===== src/hdlc_rx_route_pkg.sv =====
// Constants and carrier types for the HDLC FIFO ports and receive routing block
// Overview of operation
// - Read at B4 returns next received byte, bit 7 MSB, bit 0 LSB.
// - Write at B7 pushes one byte into transmit FIFO, bit 7 MSB.
// - Transmit info bits 7..3 unassigned; host ignores them.
// - Transmit info bit 2 is live high while transmit FIFO empty.
// - Transmit info bit 1 is live high while transmit FIFO full.
// - Underrun bit 0 sets when transmit FIFO runs dry without end-of-message.
// - On underrun the transmitter sends an abort automatically.
// - Underrun stays set until host reads transmit info; that read clears it.
// - Routing bit 7 low: Sa bits from second receive control; high: routing register decides.
// - Routing bit 6 low: Sa bits, select bits 4..0 enable Sa4..Sa8.
// - Routing bit 6 high: DS0 slot bits feed the controller, mode by bit 5.
// - Mode bit 5 low: five-bit field picks exactly one time slot.
// - Mode bit 5 high: channel-block registers pick the time slots.
// - Single-channel field is bits 4..0, binary, bit 4 most significant.
// - Host sets end-of-message before last byte; controller clears it once sent.
package hdlc_rx_route_pkg;

    // ----------------------------------------------------------------
    // Register map
    // ----------------------------------------------------------------
    localparam logic [7:0] RX_PACKET_BYTE_PORT_ADDR  = 8'hB4;
    localparam logic [7:0] TX_FIFO_INFO_ADDR         = 8'hB6;
    localparam logic [7:0] TX_PACKET_BYTE_PORT_ADDR  = 8'hB7;
    localparam logic [7:0] RX_LINK_ROUTING_CTRL_ADDR = 8'hB8;

    // ----------------------------------------------------------------
    // Field positions and reset values
    // ----------------------------------------------------------------
    localparam int TX_FIFO_EMPTY_FLAG_POS = 2;
    localparam int TX_FIFO_FULL_FLAG_POS  = 1;
    localparam int TX_UNDERRUN_FLAG_POS   = 0;
    localparam int RX_SOURCE_SELECT_POS   = 7;
    localparam int RX_SPARE_OR_SLOT_POS   = 6;
    localparam int RX_SLOT_MODE_POS       = 5;
    localparam int RX_CHANNEL_SEL_MSB     = 4;
    localparam int RX_CHANNEL_SEL_LSB     = 0;
    localparam logic [7:0] ROUTING_RESET  = 8'h00;
    localparam logic [7:0] READ_IDLE      = 8'h00;
    localparam int SA_COUNT               = 5;
    localparam int SLOT_COUNT             = 32;
    localparam int FIFO_DEPTH_DEFAULT     = 64;
    localparam int SKID_DEPTH             = 2;

    // ----------------------------------------------------------------
    // Carriers
    // ----------------------------------------------------------------
    typedef struct packed {
        logic       rd;
        logic       wr;
        logic [7:0] addr;
        logic [7:0] wdata;
    } host_req_t;

    // One framer receive bit; sa_idx 0..4 means Sa4..Sa8
    typedef struct packed {
        logic       valid;
        logic       data;
        logic       is_sa;
        logic [2:0] sa_idx;
        logic [4:0] slot;
    } rx_bit_t;

endpackage


===== src/hdlc_fifo_rx_routing.sv =====
// HDLC host FIFO ports, transmit information flags and receive bit routing
`timescale 1ns/1ps
`default_nettype none

module hdlc_fifo_rx_routing #(
    parameter int DEPTH = hdlc_rx_route_pkg::FIFO_DEPTH_DEFAULT
) (
    input  wire logic                         ref_clk_in,
    input  wire logic                         sys_rst_in,
    input  wire hdlc_rx_route_pkg::host_req_t host_req_in,
    output logic [7:0]                        host_rdata_out,
    output logic                              host_rvalid_out,
    input  wire hdlc_rx_route_pkg::rx_bit_t   rx_bit_in,
    input  wire logic [4:0]                   rx_control_two_in,
    input  wire logic [31:0]                  rx_channel_block_regs_in,
    input  wire logic                         tx_end_of_message_in,
    output logic                              tx_eom_clear_out,
    input  wire logic                         tx_byte_req_in,
    output logic [7:0]                        tx_byte_out,
    output logic                              tx_byte_valid_out,
    output logic                              tx_abort_out,
    output logic                              rx_byte_lost_out
);

    localparam int AW = $clog2(DEPTH);
    localparam logic [AW:0] FULL_CNT = (AW+1)'(DEPTH);
    localparam logic [AW:0] ONE_CNT  = (AW+1)'(1);

    // ----------------------------------------------------------------
    // State
    // ----------------------------------------------------------------
    typedef struct packed {
        logic [DEPTH-1:0][7:0] rx_mem;
        logic [AW-1:0]         rx_wp;
        logic [AW-1:0]         rx_rp;
        logic [AW:0]           rx_cnt;
        logic [DEPTH-1:0][7:0] tx_mem;
        logic [AW-1:0]         tx_wp;
        logic [AW-1:0]         tx_rp;
        logic [AW:0]           tx_cnt;
        logic                  udr;
        logic                  in_msg;
        logic [7:0]            routing;
        logic [7:0]            rdata;
        logic                  rvalid;
        logic [7:0]            shift;
        logic [2:0]            nbits;
        logic [1:0][7:0]       skid;
        logic [1:0]            skid_cnt;
        logic [7:0]            tx_byte;
        logic                  tx_valid;
        logic                  abort;
        logic                  eom_clr;
        logic                  lost;
    } state_t;

    state_t state_reg;
    state_t state_next;

    // ----------------------------------------------------------------
    // Decode and routing
    // ----------------------------------------------------------------
    logic       rd_rx;
    logic       rd_info;
    logic       rd_route;
    logic       wr_tx;
    logic       wr_route;
    logic       take_bit;
    logic [4:0] sa_mask;
    logic [4:0] chan_sel;
    logic       sa_hit;
    logic       slot_hit;
    logic       tx_pop;
    logic       tx_push;
    logic       udr_set;
    logic       skid_push;
    logic       skid_pop;
    logic       rx_pop;
    logic [7:0] byte_done;
    logic       byte_ready;
    logic [7:0] rx_head;
    logic [7:0] info_value;

    always_comb begin
        rd_rx    = host_req_in.rd && host_req_in.addr == hdlc_rx_route_pkg::RX_PACKET_BYTE_PORT_ADDR;
        rd_info  = host_req_in.rd && host_req_in.addr == hdlc_rx_route_pkg::TX_FIFO_INFO_ADDR;
        rd_route = host_req_in.rd && host_req_in.addr == hdlc_rx_route_pkg::RX_LINK_ROUTING_CTRL_ADDR;
        wr_tx    = host_req_in.wr && host_req_in.addr == hdlc_rx_route_pkg::TX_PACKET_BYTE_PORT_ADDR;
        wr_route = host_req_in.wr && host_req_in.addr == hdlc_rx_route_pkg::RX_LINK_ROUTING_CTRL_ADDR;

        // Source of the Sa enable mask: second receive control or routing register
        chan_sel = state_reg.routing[hdlc_rx_route_pkg::RX_CHANNEL_SEL_MSB:hdlc_rx_route_pkg::RX_CHANNEL_SEL_LSB];
        sa_mask  = state_reg.routing[hdlc_rx_route_pkg::RX_SOURCE_SELECT_POS] ? chan_sel
                                                                               : rx_control_two_in;
        // Mask bit 4 enables Sa4 (index 0) down to bit 0 for Sa8
        sa_hit = 1'b0;
        if (rx_bit_in.sa_idx < 3'(hdlc_rx_route_pkg::SA_COUNT)) begin
            sa_hit = rx_bit_in.is_sa && sa_mask[3'(4) - rx_bit_in.sa_idx];
        end
        slot_hit = state_reg.routing[hdlc_rx_route_pkg::RX_SLOT_MODE_POS]
                   ? rx_channel_block_regs_in[rx_bit_in.slot]
                   : rx_bit_in.slot == chan_sel;
        take_bit = 1'b0;
        if (rx_bit_in.valid) begin
            if (!state_reg.routing[hdlc_rx_route_pkg::RX_SOURCE_SELECT_POS]) begin
                take_bit = sa_hit;
            end else if (state_reg.routing[hdlc_rx_route_pkg::RX_SPARE_OR_SLOT_POS]) begin
                take_bit = !rx_bit_in.is_sa && slot_hit;
            end else begin
                take_bit = sa_hit;
            end
        end

        // Line order is least significant bit first
        byte_done  = {rx_bit_in.data, state_reg.shift[7:1]};
        byte_ready = take_bit && state_reg.nbits == 3'h7;

        // Two-entry skid buffer between assembler and receive FIFO
        skid_pop  = state_reg.skid_cnt != 2'h0 && state_reg.rx_cnt != FULL_CNT;
        skid_push = byte_ready && (state_reg.skid_cnt != 2'(hdlc_rx_route_pkg::SKID_DEPTH) || skid_pop);
        rx_pop    = rd_rx && state_reg.rx_cnt != '0;
        rx_head   = state_reg.rx_mem[state_reg.rx_rp];

        tx_pop  = tx_byte_req_in && state_reg.tx_cnt != '0;
        tx_push = wr_tx && state_reg.tx_cnt != FULL_CNT;
        // Dry FIFO mid-message without end-of-message marks underrun
        udr_set = tx_byte_req_in && state_reg.tx_cnt == '0 && state_reg.in_msg
                  && !tx_end_of_message_in;

        // Unassigned bits read as zero
        info_value = 8'h00;
        info_value[hdlc_rx_route_pkg::TX_FIFO_EMPTY_FLAG_POS] = state_reg.tx_cnt == '0;
        info_value[hdlc_rx_route_pkg::TX_FIFO_FULL_FLAG_POS]  = state_reg.tx_cnt == FULL_CNT;
        info_value[hdlc_rx_route_pkg::TX_UNDERRUN_FLAG_POS]   = state_reg.udr;
    end

    // ----------------------------------------------------------------
    // Next state
    // ----------------------------------------------------------------
    always_comb begin
        state_next          = state_reg;
        state_next.rvalid   = host_req_in.rd;
        state_next.tx_valid = 1'b0;
        state_next.abort    = 1'b0;
        state_next.eom_clr  = 1'b0;
        state_next.lost     = byte_ready && !skid_push;

        // Host read port
        if (rd_rx) begin
            state_next.rdata = rx_pop ? rx_head : hdlc_rx_route_pkg::READ_IDLE;
        end else if (rd_info) begin
            state_next.rdata = info_value;
        end else if (rd_route) begin
            state_next.rdata = state_reg.routing;
        end else if (host_req_in.rd) begin
            state_next.rdata = hdlc_rx_route_pkg::READ_IDLE;
        end
        if (wr_route) begin
            state_next.routing = host_req_in.wdata;
        end

        // Underrun flag: a new event beats the read clear
        if (udr_set) begin
            state_next.udr = 1'b1;
        end else if (rd_info) begin
            state_next.udr = 1'b0;
        end

        // Transmit FIFO
        if (tx_push) begin
            state_next.tx_mem[state_reg.tx_wp] = host_req_in.wdata;
            state_next.tx_wp = state_reg.tx_wp + AW'(1);
        end
        if (tx_pop) begin
            state_next.tx_byte  = state_reg.tx_mem[state_reg.tx_rp];
            state_next.tx_valid = 1'b1;
            state_next.tx_rp    = state_reg.tx_rp + AW'(1);
            state_next.in_msg   = 1'b1;
            // Last byte of message leaves: hand end-of-message back
            if (tx_end_of_message_in && state_reg.tx_cnt == ONE_CNT && !tx_push) begin
                state_next.eom_clr = 1'b1;
                state_next.in_msg  = 1'b0;
            end
        end
        if (udr_set) begin
            state_next.abort  = 1'b1;
            state_next.in_msg = 1'b0;
        end
        state_next.tx_cnt = state_reg.tx_cnt + (AW+1)'(tx_push) - (AW+1)'(tx_pop);

        // Bit assembly; a byte with no room is dropped and flagged
        if (take_bit) begin
            state_next.shift = byte_done;
            state_next.nbits = state_reg.nbits + 3'h1;
        end
        if (skid_pop) begin
            state_next.rx_mem[state_reg.rx_wp] = state_reg.skid[0];
            state_next.rx_wp   = state_reg.rx_wp + AW'(1);
            state_next.skid[0] = state_reg.skid[1];
        end
        if (skid_push) begin
            if (state_reg.skid_cnt == 2'h0 || (state_reg.skid_cnt == 2'h1 && skid_pop)) begin
                state_next.skid[0] = byte_done;
            end else begin
                state_next.skid[1] = byte_done;
            end
        end
        state_next.skid_cnt = state_reg.skid_cnt + 2'(skid_push) - 2'(skid_pop);
        if (rx_pop) begin
            state_next.rx_rp = state_reg.rx_rp + AW'(1);
        end
        state_next.rx_cnt = state_reg.rx_cnt + (AW+1)'(skid_pop) - (AW+1)'(rx_pop);
    end

    always_ff @(posedge ref_clk_in) begin
        if (sys_rst_in) begin
            state_reg         <= '0;
            state_reg.routing <= hdlc_rx_route_pkg::ROUTING_RESET;
        end else begin
            state_reg <= state_next;
        end
    end

    always_comb begin
        host_rdata_out    = state_reg.rdata;
        host_rvalid_out   = state_reg.rvalid;
        tx_byte_out       = state_reg.tx_byte;
        tx_byte_valid_out = state_reg.tx_valid;
        tx_abort_out      = state_reg.abort;
        tx_eom_clear_out  = state_reg.eom_clr;
        rx_byte_lost_out  = state_reg.lost;
    end

    // ----------------------------------------------------------------
    // Assertions
    // ----------------------------------------------------------------
    logic [AW:0] tx_cnt_q;
    logic        tx_empty_q;
    logic        tx_full_q;

    always_comb begin
        tx_cnt_q   = state_reg.tx_cnt;
        tx_empty_q = state_reg.tx_cnt == '0;
        tx_full_q  = state_reg.tx_cnt == FULL_CNT;
    end

    property p_rx_read_data;
        @(posedge ref_clk_in) disable iff (sys_rst_in)
        rx_pop |=> host_rvalid_out && host_rdata_out == $past(rx_head);
    endproperty
    a_rx_read_data: assert property (p_rx_read_data) else $error("receive byte read mismatch");

    property p_tx_push_count;
        @(posedge ref_clk_in) disable iff (sys_rst_in)
        wr_tx && !tx_full_q && !tx_byte_req_in |=> tx_cnt_q == $past(tx_cnt_q) + (AW+1)'(1);
    endproperty
    a_tx_push_count: assert property (p_tx_push_count) else $error("transmit write not stored");

    property p_info_empty;
        @(posedge ref_clk_in) disable iff (sys_rst_in)
        rd_info |=> host_rdata_out[2] == $past(tx_empty_q) && host_rdata_out[7:3] == 5'h00;
    endproperty
    a_info_empty: assert property (p_info_empty) else $error("empty flag wrong");

    property p_info_full;
        @(posedge ref_clk_in) disable iff (sys_rst_in)
        rd_info |=> host_rdata_out[1] == $past(tx_full_q);
    endproperty
    a_info_full: assert property (p_info_full) else $error("full flag wrong");

    property p_underrun_abort;
        @(posedge ref_clk_in) disable iff (sys_rst_in)
        udr_set |=> state_reg.udr && tx_abort_out ##1 !tx_abort_out;
    endproperty
    a_underrun_abort: assert property (p_underrun_abort) else $error("underrun without abort");

    property p_underrun_hold;
        @(posedge ref_clk_in) disable iff (sys_rst_in)
        state_reg.udr && !rd_info |=> state_reg.udr;
    endproperty
    a_underrun_hold: assert property (p_underrun_hold) else $error("underrun dropped early");

    property p_underrun_clear;
        @(posedge ref_clk_in) disable iff (sys_rst_in)
        rd_info && !udr_set |=> !state_reg.udr;
    endproperty
    a_underrun_clear: assert property (p_underrun_clear) else $error("underrun not cleared by read");

    property p_full_write_ignored;
        @(posedge ref_clk_in) disable iff (sys_rst_in)
        wr_tx && tx_full_q && !tx_byte_req_in |=> tx_cnt_q == $past(tx_cnt_q);
    endproperty
    a_full_write_ignored: assert property (p_full_write_ignored) else $error("write to full FIFO");

    property p_sa_default;
        @(posedge ref_clk_in) disable iff (sys_rst_in)
        rx_bit_in.valid && !state_reg.routing[7] && rx_bit_in.is_sa && rx_bit_in.sa_idx == 3'h0
        |-> take_bit == rx_control_two_in[4];
    endproperty
    a_sa_default: assert property (p_sa_default) else $error("Sa4 routing wrong");

    property p_single_slot;
        @(posedge ref_clk_in) disable iff (sys_rst_in)
        rx_bit_in.valid && state_reg.routing[7:5] == 3'b110 && !rx_bit_in.is_sa
        |-> take_bit == (rx_bit_in.slot == state_reg.routing[4:0]);
    endproperty
    a_single_slot: assert property (p_single_slot) else $error("single slot routing wrong");

    property p_eom_clear;
        @(posedge ref_clk_in) disable iff (sys_rst_in)
        tx_pop && tx_end_of_message_in && tx_cnt_q == ONE_CNT && !tx_push |=> tx_eom_clear_out && !state_reg.in_msg;
    endproperty
    a_eom_clear: assert property (p_eom_clear) else $error("end of message not returned");

    property p_byte_complete;
        @(posedge ref_clk_in) disable iff (sys_rst_in)
        byte_ready && state_reg.skid_cnt == 2'h0 |=> state_reg.skid[0] == $past(byte_done);
    endproperty
    a_byte_complete: assert property (p_byte_complete) else $error("assembled byte wrong");

    property p_sa_routing_reg;
        @(posedge ref_clk_in) disable iff (sys_rst_in)
        rx_bit_in.valid && state_reg.routing[7:6] == 2'h2 && rx_bit_in.is_sa && rx_bit_in.sa_idx == 3'h1
        |-> take_bit == state_reg.routing[3];
    endproperty
    a_sa_routing_reg: assert property (p_sa_routing_reg) else $error("Sa5 routing wrong");

    property p_slot_mode_no_sa;
        @(posedge ref_clk_in) disable iff (sys_rst_in)
        state_reg.routing[7:6] == 2'h3 && rx_bit_in.is_sa |-> !take_bit;
    endproperty
    a_slot_mode_no_sa: assert property (p_slot_mode_no_sa) else $error("Sa bit taken in slot mode");

    property p_block_slots;
        @(posedge ref_clk_in) disable iff (sys_rst_in)
        rx_bit_in.valid && state_reg.routing[7:5] == 3'h7 && !rx_bit_in.is_sa
        |-> take_bit == rx_channel_block_regs_in[rx_bit_in.slot];
    endproperty
    a_block_slots: assert property (p_block_slots) else $error("block slot routing wrong");

    c_underrun: cover property (@(posedge ref_clk_in) disable iff (sys_rst_in) udr_set);
    c_tx_full: cover property (@(posedge ref_clk_in) disable iff (sys_rst_in) tx_full_q && wr_tx);
    c_block_mode: cover property (@(posedge ref_clk_in) disable iff (sys_rst_in)
        state_reg.routing[7:5] == 3'b111 && take_bit);
    c_rx_read: cover property (@(posedge ref_clk_in) disable iff (sys_rst_in) rx_pop);
    c_sa_reg_mode: cover property (@(posedge ref_clk_in) disable iff (sys_rst_in)
        state_reg.routing[7:6] == 2'h2 && take_bit);

endmodule

`default_nettype wire


===== config.mk =====
export PLATFORM = sky130hd
export DESIGN_NAME = hdlc_fifo_rx_routing
export DESIGN_NICKNAME = d
export VERILOG_FILES = /design/src/hdlc_rx_route_pkg.sv /design/src/hdlc_fifo_rx_routing.sv
export SDC_FILE = /design/constraint.sdc
export NUM_CORES = 2
export LEC_CHECK = 0
export ABC_AREA = 1
export BUFFER_PORTS_ARGS = -buffer_cell sky130_fd_sc_hd__buf_4
export CORE_ASPECT_RATIO = 1.4
export CORE_MARGIN = 1
export CORE_UTILIZATION = 35
export DETAILED_ROUTE_END_ITERATION = 6
export PLACE_DENSITY_LB_ADDON = 0.05
export SYNTH_ARGS = -nofsm -noshare
export SYNTH_HDL_FRONTEND = slang
export SYNTH_SLANG_ARGS = --single-unit

===== constraint.sdc =====
create_clock -name ref_clk_in -period 4.24 [get_ports ref_clk_in]
set_input_delay 0.848 -clock ref_clk_in [delete_from_list [all_inputs] [get_ports ref_clk_in]]
set_output_delay 0.848 -clock ref_clk_in [all_outputs]
set_load 0.005 [all_outputs]

==> load_flow_metrics.sql <==
INSERT INTO impl_metrics (metric_group, metric, value, unit) VALUES
('status', 'run_status', 'completed', ''),
('synthesis', 'share_of_the_yosys_chip_area_belonging_to_registers', '46.5', '%'),
('drt', 'detail-route-antenna-nets', '0', ''),
('synthesis', 'ys_types', '47', ''),
('worst_setup_path', 'end_kind', 'flop', ''),
('cells_and_area', 'drive_above_1_share', '9.43', '%'),
('sta', 'finalMaxSlewViolations', '0', ''),
('drt', 'detail_route.iter0.violations', '3087', ''),
('drt', 'vias_per_cell', '5.48', ''),
('placed_design', 'globalplace.congestion', '0.823', ''),
('placed_design', 'port-buffer-count', '90', ''),
('power', 'power_leakage', '19.3', 'nW'),
('sta', 'post-route-worst-setup-slack', '1.13', 'ns'),
('cells_and_area', 'num-nets-final', '6061', ''),
('worst_setup_path', 'setup.worst_path.start_class', 'flop', ''),
('clock_tree', 'clock_latency', '0.74', 'ns'),
('placed_design', 'pre_cts_slack', '0.950', 'ns'),
('clock_tree', 'cts_inserted_buffers', '119', ''),
('sta', 'max_slew.worst_pin.slew', '1.14', 'ns'),
('sta', 'timing.max_slew.rel_slack', '23.7', '%'),
('grt', 'grt_use_total', '24.2', '%'),
('synthesis', 'netlist.top_cell.by_area', 'dfxtp_1', ''),
('worst_setup_path', 'critical_path.cell_chain', 'inv_6 -> o21ai_0 -> o22ai_1 -> o211ai_1 -> nand3_1 -> o21ai_0 -> nand2_1 -> nand2_1 -> a21oi_1', ''),
('cells_and_area', 'design_area', '53700', 'um^2'),
('cells_and_area', 'synth_to_layout_area_growth', '11.3', '%'),
('cells_and_area', 'area_used_by_multi_input_combinational_logic', '22400', 'um^2'),
('floorplan', 'die_w', '316', 'um'),
('grt', 'first_global_vias', '40800', ''),
('clock_tree', 'tritoncts', 'built', ''),
('worst_setup_path', 'regToRegStartpoint', 'state_reg[598]', ''),
('drt', 'remaining_drc_errors', '0', ''),
('grt', 'grt_first_pass_wirelength', '260000', 'um'),
('worst_setup_path', 'cell_family_with_most_cp_delay', 'compound AO/OA/AOI/OAI gates', ''),
('clock_tree', 'cts-root-to-sink-buffers', '3', ''),
('worst_setup_path', 'worst_path_fanout_max', '67', ''),
('cells_and_area', 'nFillCells', '14100', ''),
('floorplan', 'floorplan.initialDensity', '35.4', '%'),
('sta', 'setup-tns-final', '0', 'ns'),
('placed_design', 'detailed_place.area', '49700', 'um^2'),
('synthesis', 'synth.top_cells.by_area', 'dfxtp_1 47%, o21ai_0 13%, a21oi_1 8.9%', ''),
('sta', 'max_freq', '0.321', 'GHz'),
('drt', 'vias_post_dr', '43000', ''),
('synthesis', 'synth_nets', '6316', ''),
('placed_design', 'dp_hpwl', '106000', 'um'),
('run', 'maxCapViolCount', '0', ''),
('sta', 'setup_viol', '0', ''),
('worst_setup_path', 'worst-endpoint-required', '4.85', 'ns'),
('worst_setup_path', 'criticalPathCategory', 'reg -> reg', ''),
('clock_tree', 'root_buffer_cell', 'clkbuf_16', ''),
('drt', 'wl', '172000', 'um'),
('worst_hold_path', 'worst_hold_startpoint', 'rx_bit_in[9]', ''),
('sta', 'clock_skew', '0.0379', 'ns'),
('clock_tree', 'num_clock_sinks', '1121', ''),
('sta', 'finalHoldViolations', '0', ''),
('sta', 'post-route-min-period', '3.11', 'ns'),
('worst_setup_path', 'slowest_stage', 'dfxtp_4', ''),
('power', 'power_per_cell_area', '489', 'nW/um^2'),
('clock_tree', 'clk_transition_reported_paths', '0.06', 'ns'),
('clock_tree', 'postCtsHoldBufs', '0', ''),
('synthesis', 'syn_area_per_cell', '7.76', 'um^2'),
('synthesis', 'top_area_cell_type_share_of_the_netlist_area', '46.5', '%'),
('grt', 'antenna_found_initial', '2', ''),
('clock_tree', 'post_cts_resized', '0', ''),
('synthesis', 'mappedNetlistArea', '48200', 'um^2'),
('drt', 'routedWlPerCell', '21.9', 'um'),
('synthesis', 'synth_warnings', '0', ''),
('cells_and_area', 'largest_register_ffs', '1080', ''),
('floorplan', 'core_area', '136000', 'um^2'),
('synthesis', 'number_of_enable_type_register_cells_in_the_synthesized_netlist', '0', ''),
('synthesis', 'most_used_dff_post_synth', 'dfxtp_1', ''),
('synthesis', 'postSynthCellCount', '6217', '');
-- routing by layer --
layer	part of all wire (%)	track usage (%)	vias to the layer above
met4	3.7	9.65	0
met2	51	43.2	813
met1	43	29.5	20600
li1	-	-	21400
met5	0	0	-
met3	3.2	2.34	225
-- where the power goes --
group	switching, mW	internal (mW)	total [mW]
Clock	4.53	6.07	10.6
Combinational	3.39	1.17	4.56
Sequential	0.307	10.8	11.1
Total	8.23	18.0	26.2
-- layout by cell type (no fill, tap or decap), types with 5 or more instances in the layout --
cell / n
nor2_4: 32
clkbuf_1: 30
o22ai_1: 148
a21oi_1: 856
clkinv_1: 5
nor2_1: 924
a211oi_2: 57
nand4_1: 39
o221ai_1: 98
inv_2: 20
nand3_1: 187
buf_4: 205
clkinv_2: 27
dfxtp_1: 1115
inv_1: 164
a31oi_1: 6
buf_12: 17
clkbuf_16: 121
o21ai_0: 1295
o211ai_1: 41
nor2_2: 14
clkbuf_8: 38
nor3_1: 26
nand2_1: 292
a211oi_1: 219
ha_1: 27
nand4_4: 5
-- area by class of cell --
type	count	share of cell area, %
repair buffers	223	3.53
multi-input cells	4299	41.7
diodes	2	0.00932
clock inverters	34	0.524
well taps	1782	4.15
inverters	198	1.45
clock buffers	189	6.83
flip-flops and latches	1121	41.8
-- stage by stage --
stage          cells  hold WS [ns]
5_1_grt         7847         0.407
2_1_floorplan   6217         0.420
4_1_cts         7846         0.352
3_5_place_dp    7623         0.433
3_3_place_gp    7623         0.429
6_report        7848         0.410
-- logic make-up after synthesis --
group                    synth area share, %
buffers and inverters                   7.12
adder cells (fa/ha/maj)                0.783
flip-flops                              46.5
AO/OA/AOI/OAI                           31.8
XOR/XNOR                              0.0727
AND/OR/NAND/NOR                         13.7
-- cells in the mapped netlist (27+ instances only) --
| master | n |
|---|---|
| o22ai_1 | 148 |
| buf_4 | 28 |
| ha_1 | 27 |
| nand3_1 | 187 |
| nor2_1 | 927 |
| o211ai_1 | 41 |
| o221ai_1 | 98 |
| a21oi_1 | 856 |
| o21ai_0 | 1295 |
| clkbuf_1 | 422 |
| nor2_4 | 32 |
| nand2_1 | 292 |
| a211oi_2 | 57 |
| nand4_1 | 39 |
| inv_1 | 176 |
| buf_2 | 106 |
| dfxtp_1 | 1121 |
| a211oi_1 | 219 |
-- worst min-delay path, delay by kind of cell --
kind | cells | cell delay [ns]
AND/OR/NAND/NOR | 2 | 0.14
buffers and inverters | 1 | 0.11
-- final timing paths --
| kind | cells past startpoint | end | slack [ns] |
|---|---|---|---|
| max | 9 | host_rdata_out[7] | 1.13 |
| min | 3 | state_reg[21] | 0.41 |
| max reg2reg | 9 | host_rdata_out[7] | 1.13 |
| min reg2reg | 2 | state_reg[983] | 0.44 |
Note: power is estimated with default switching activity, not from simulation.
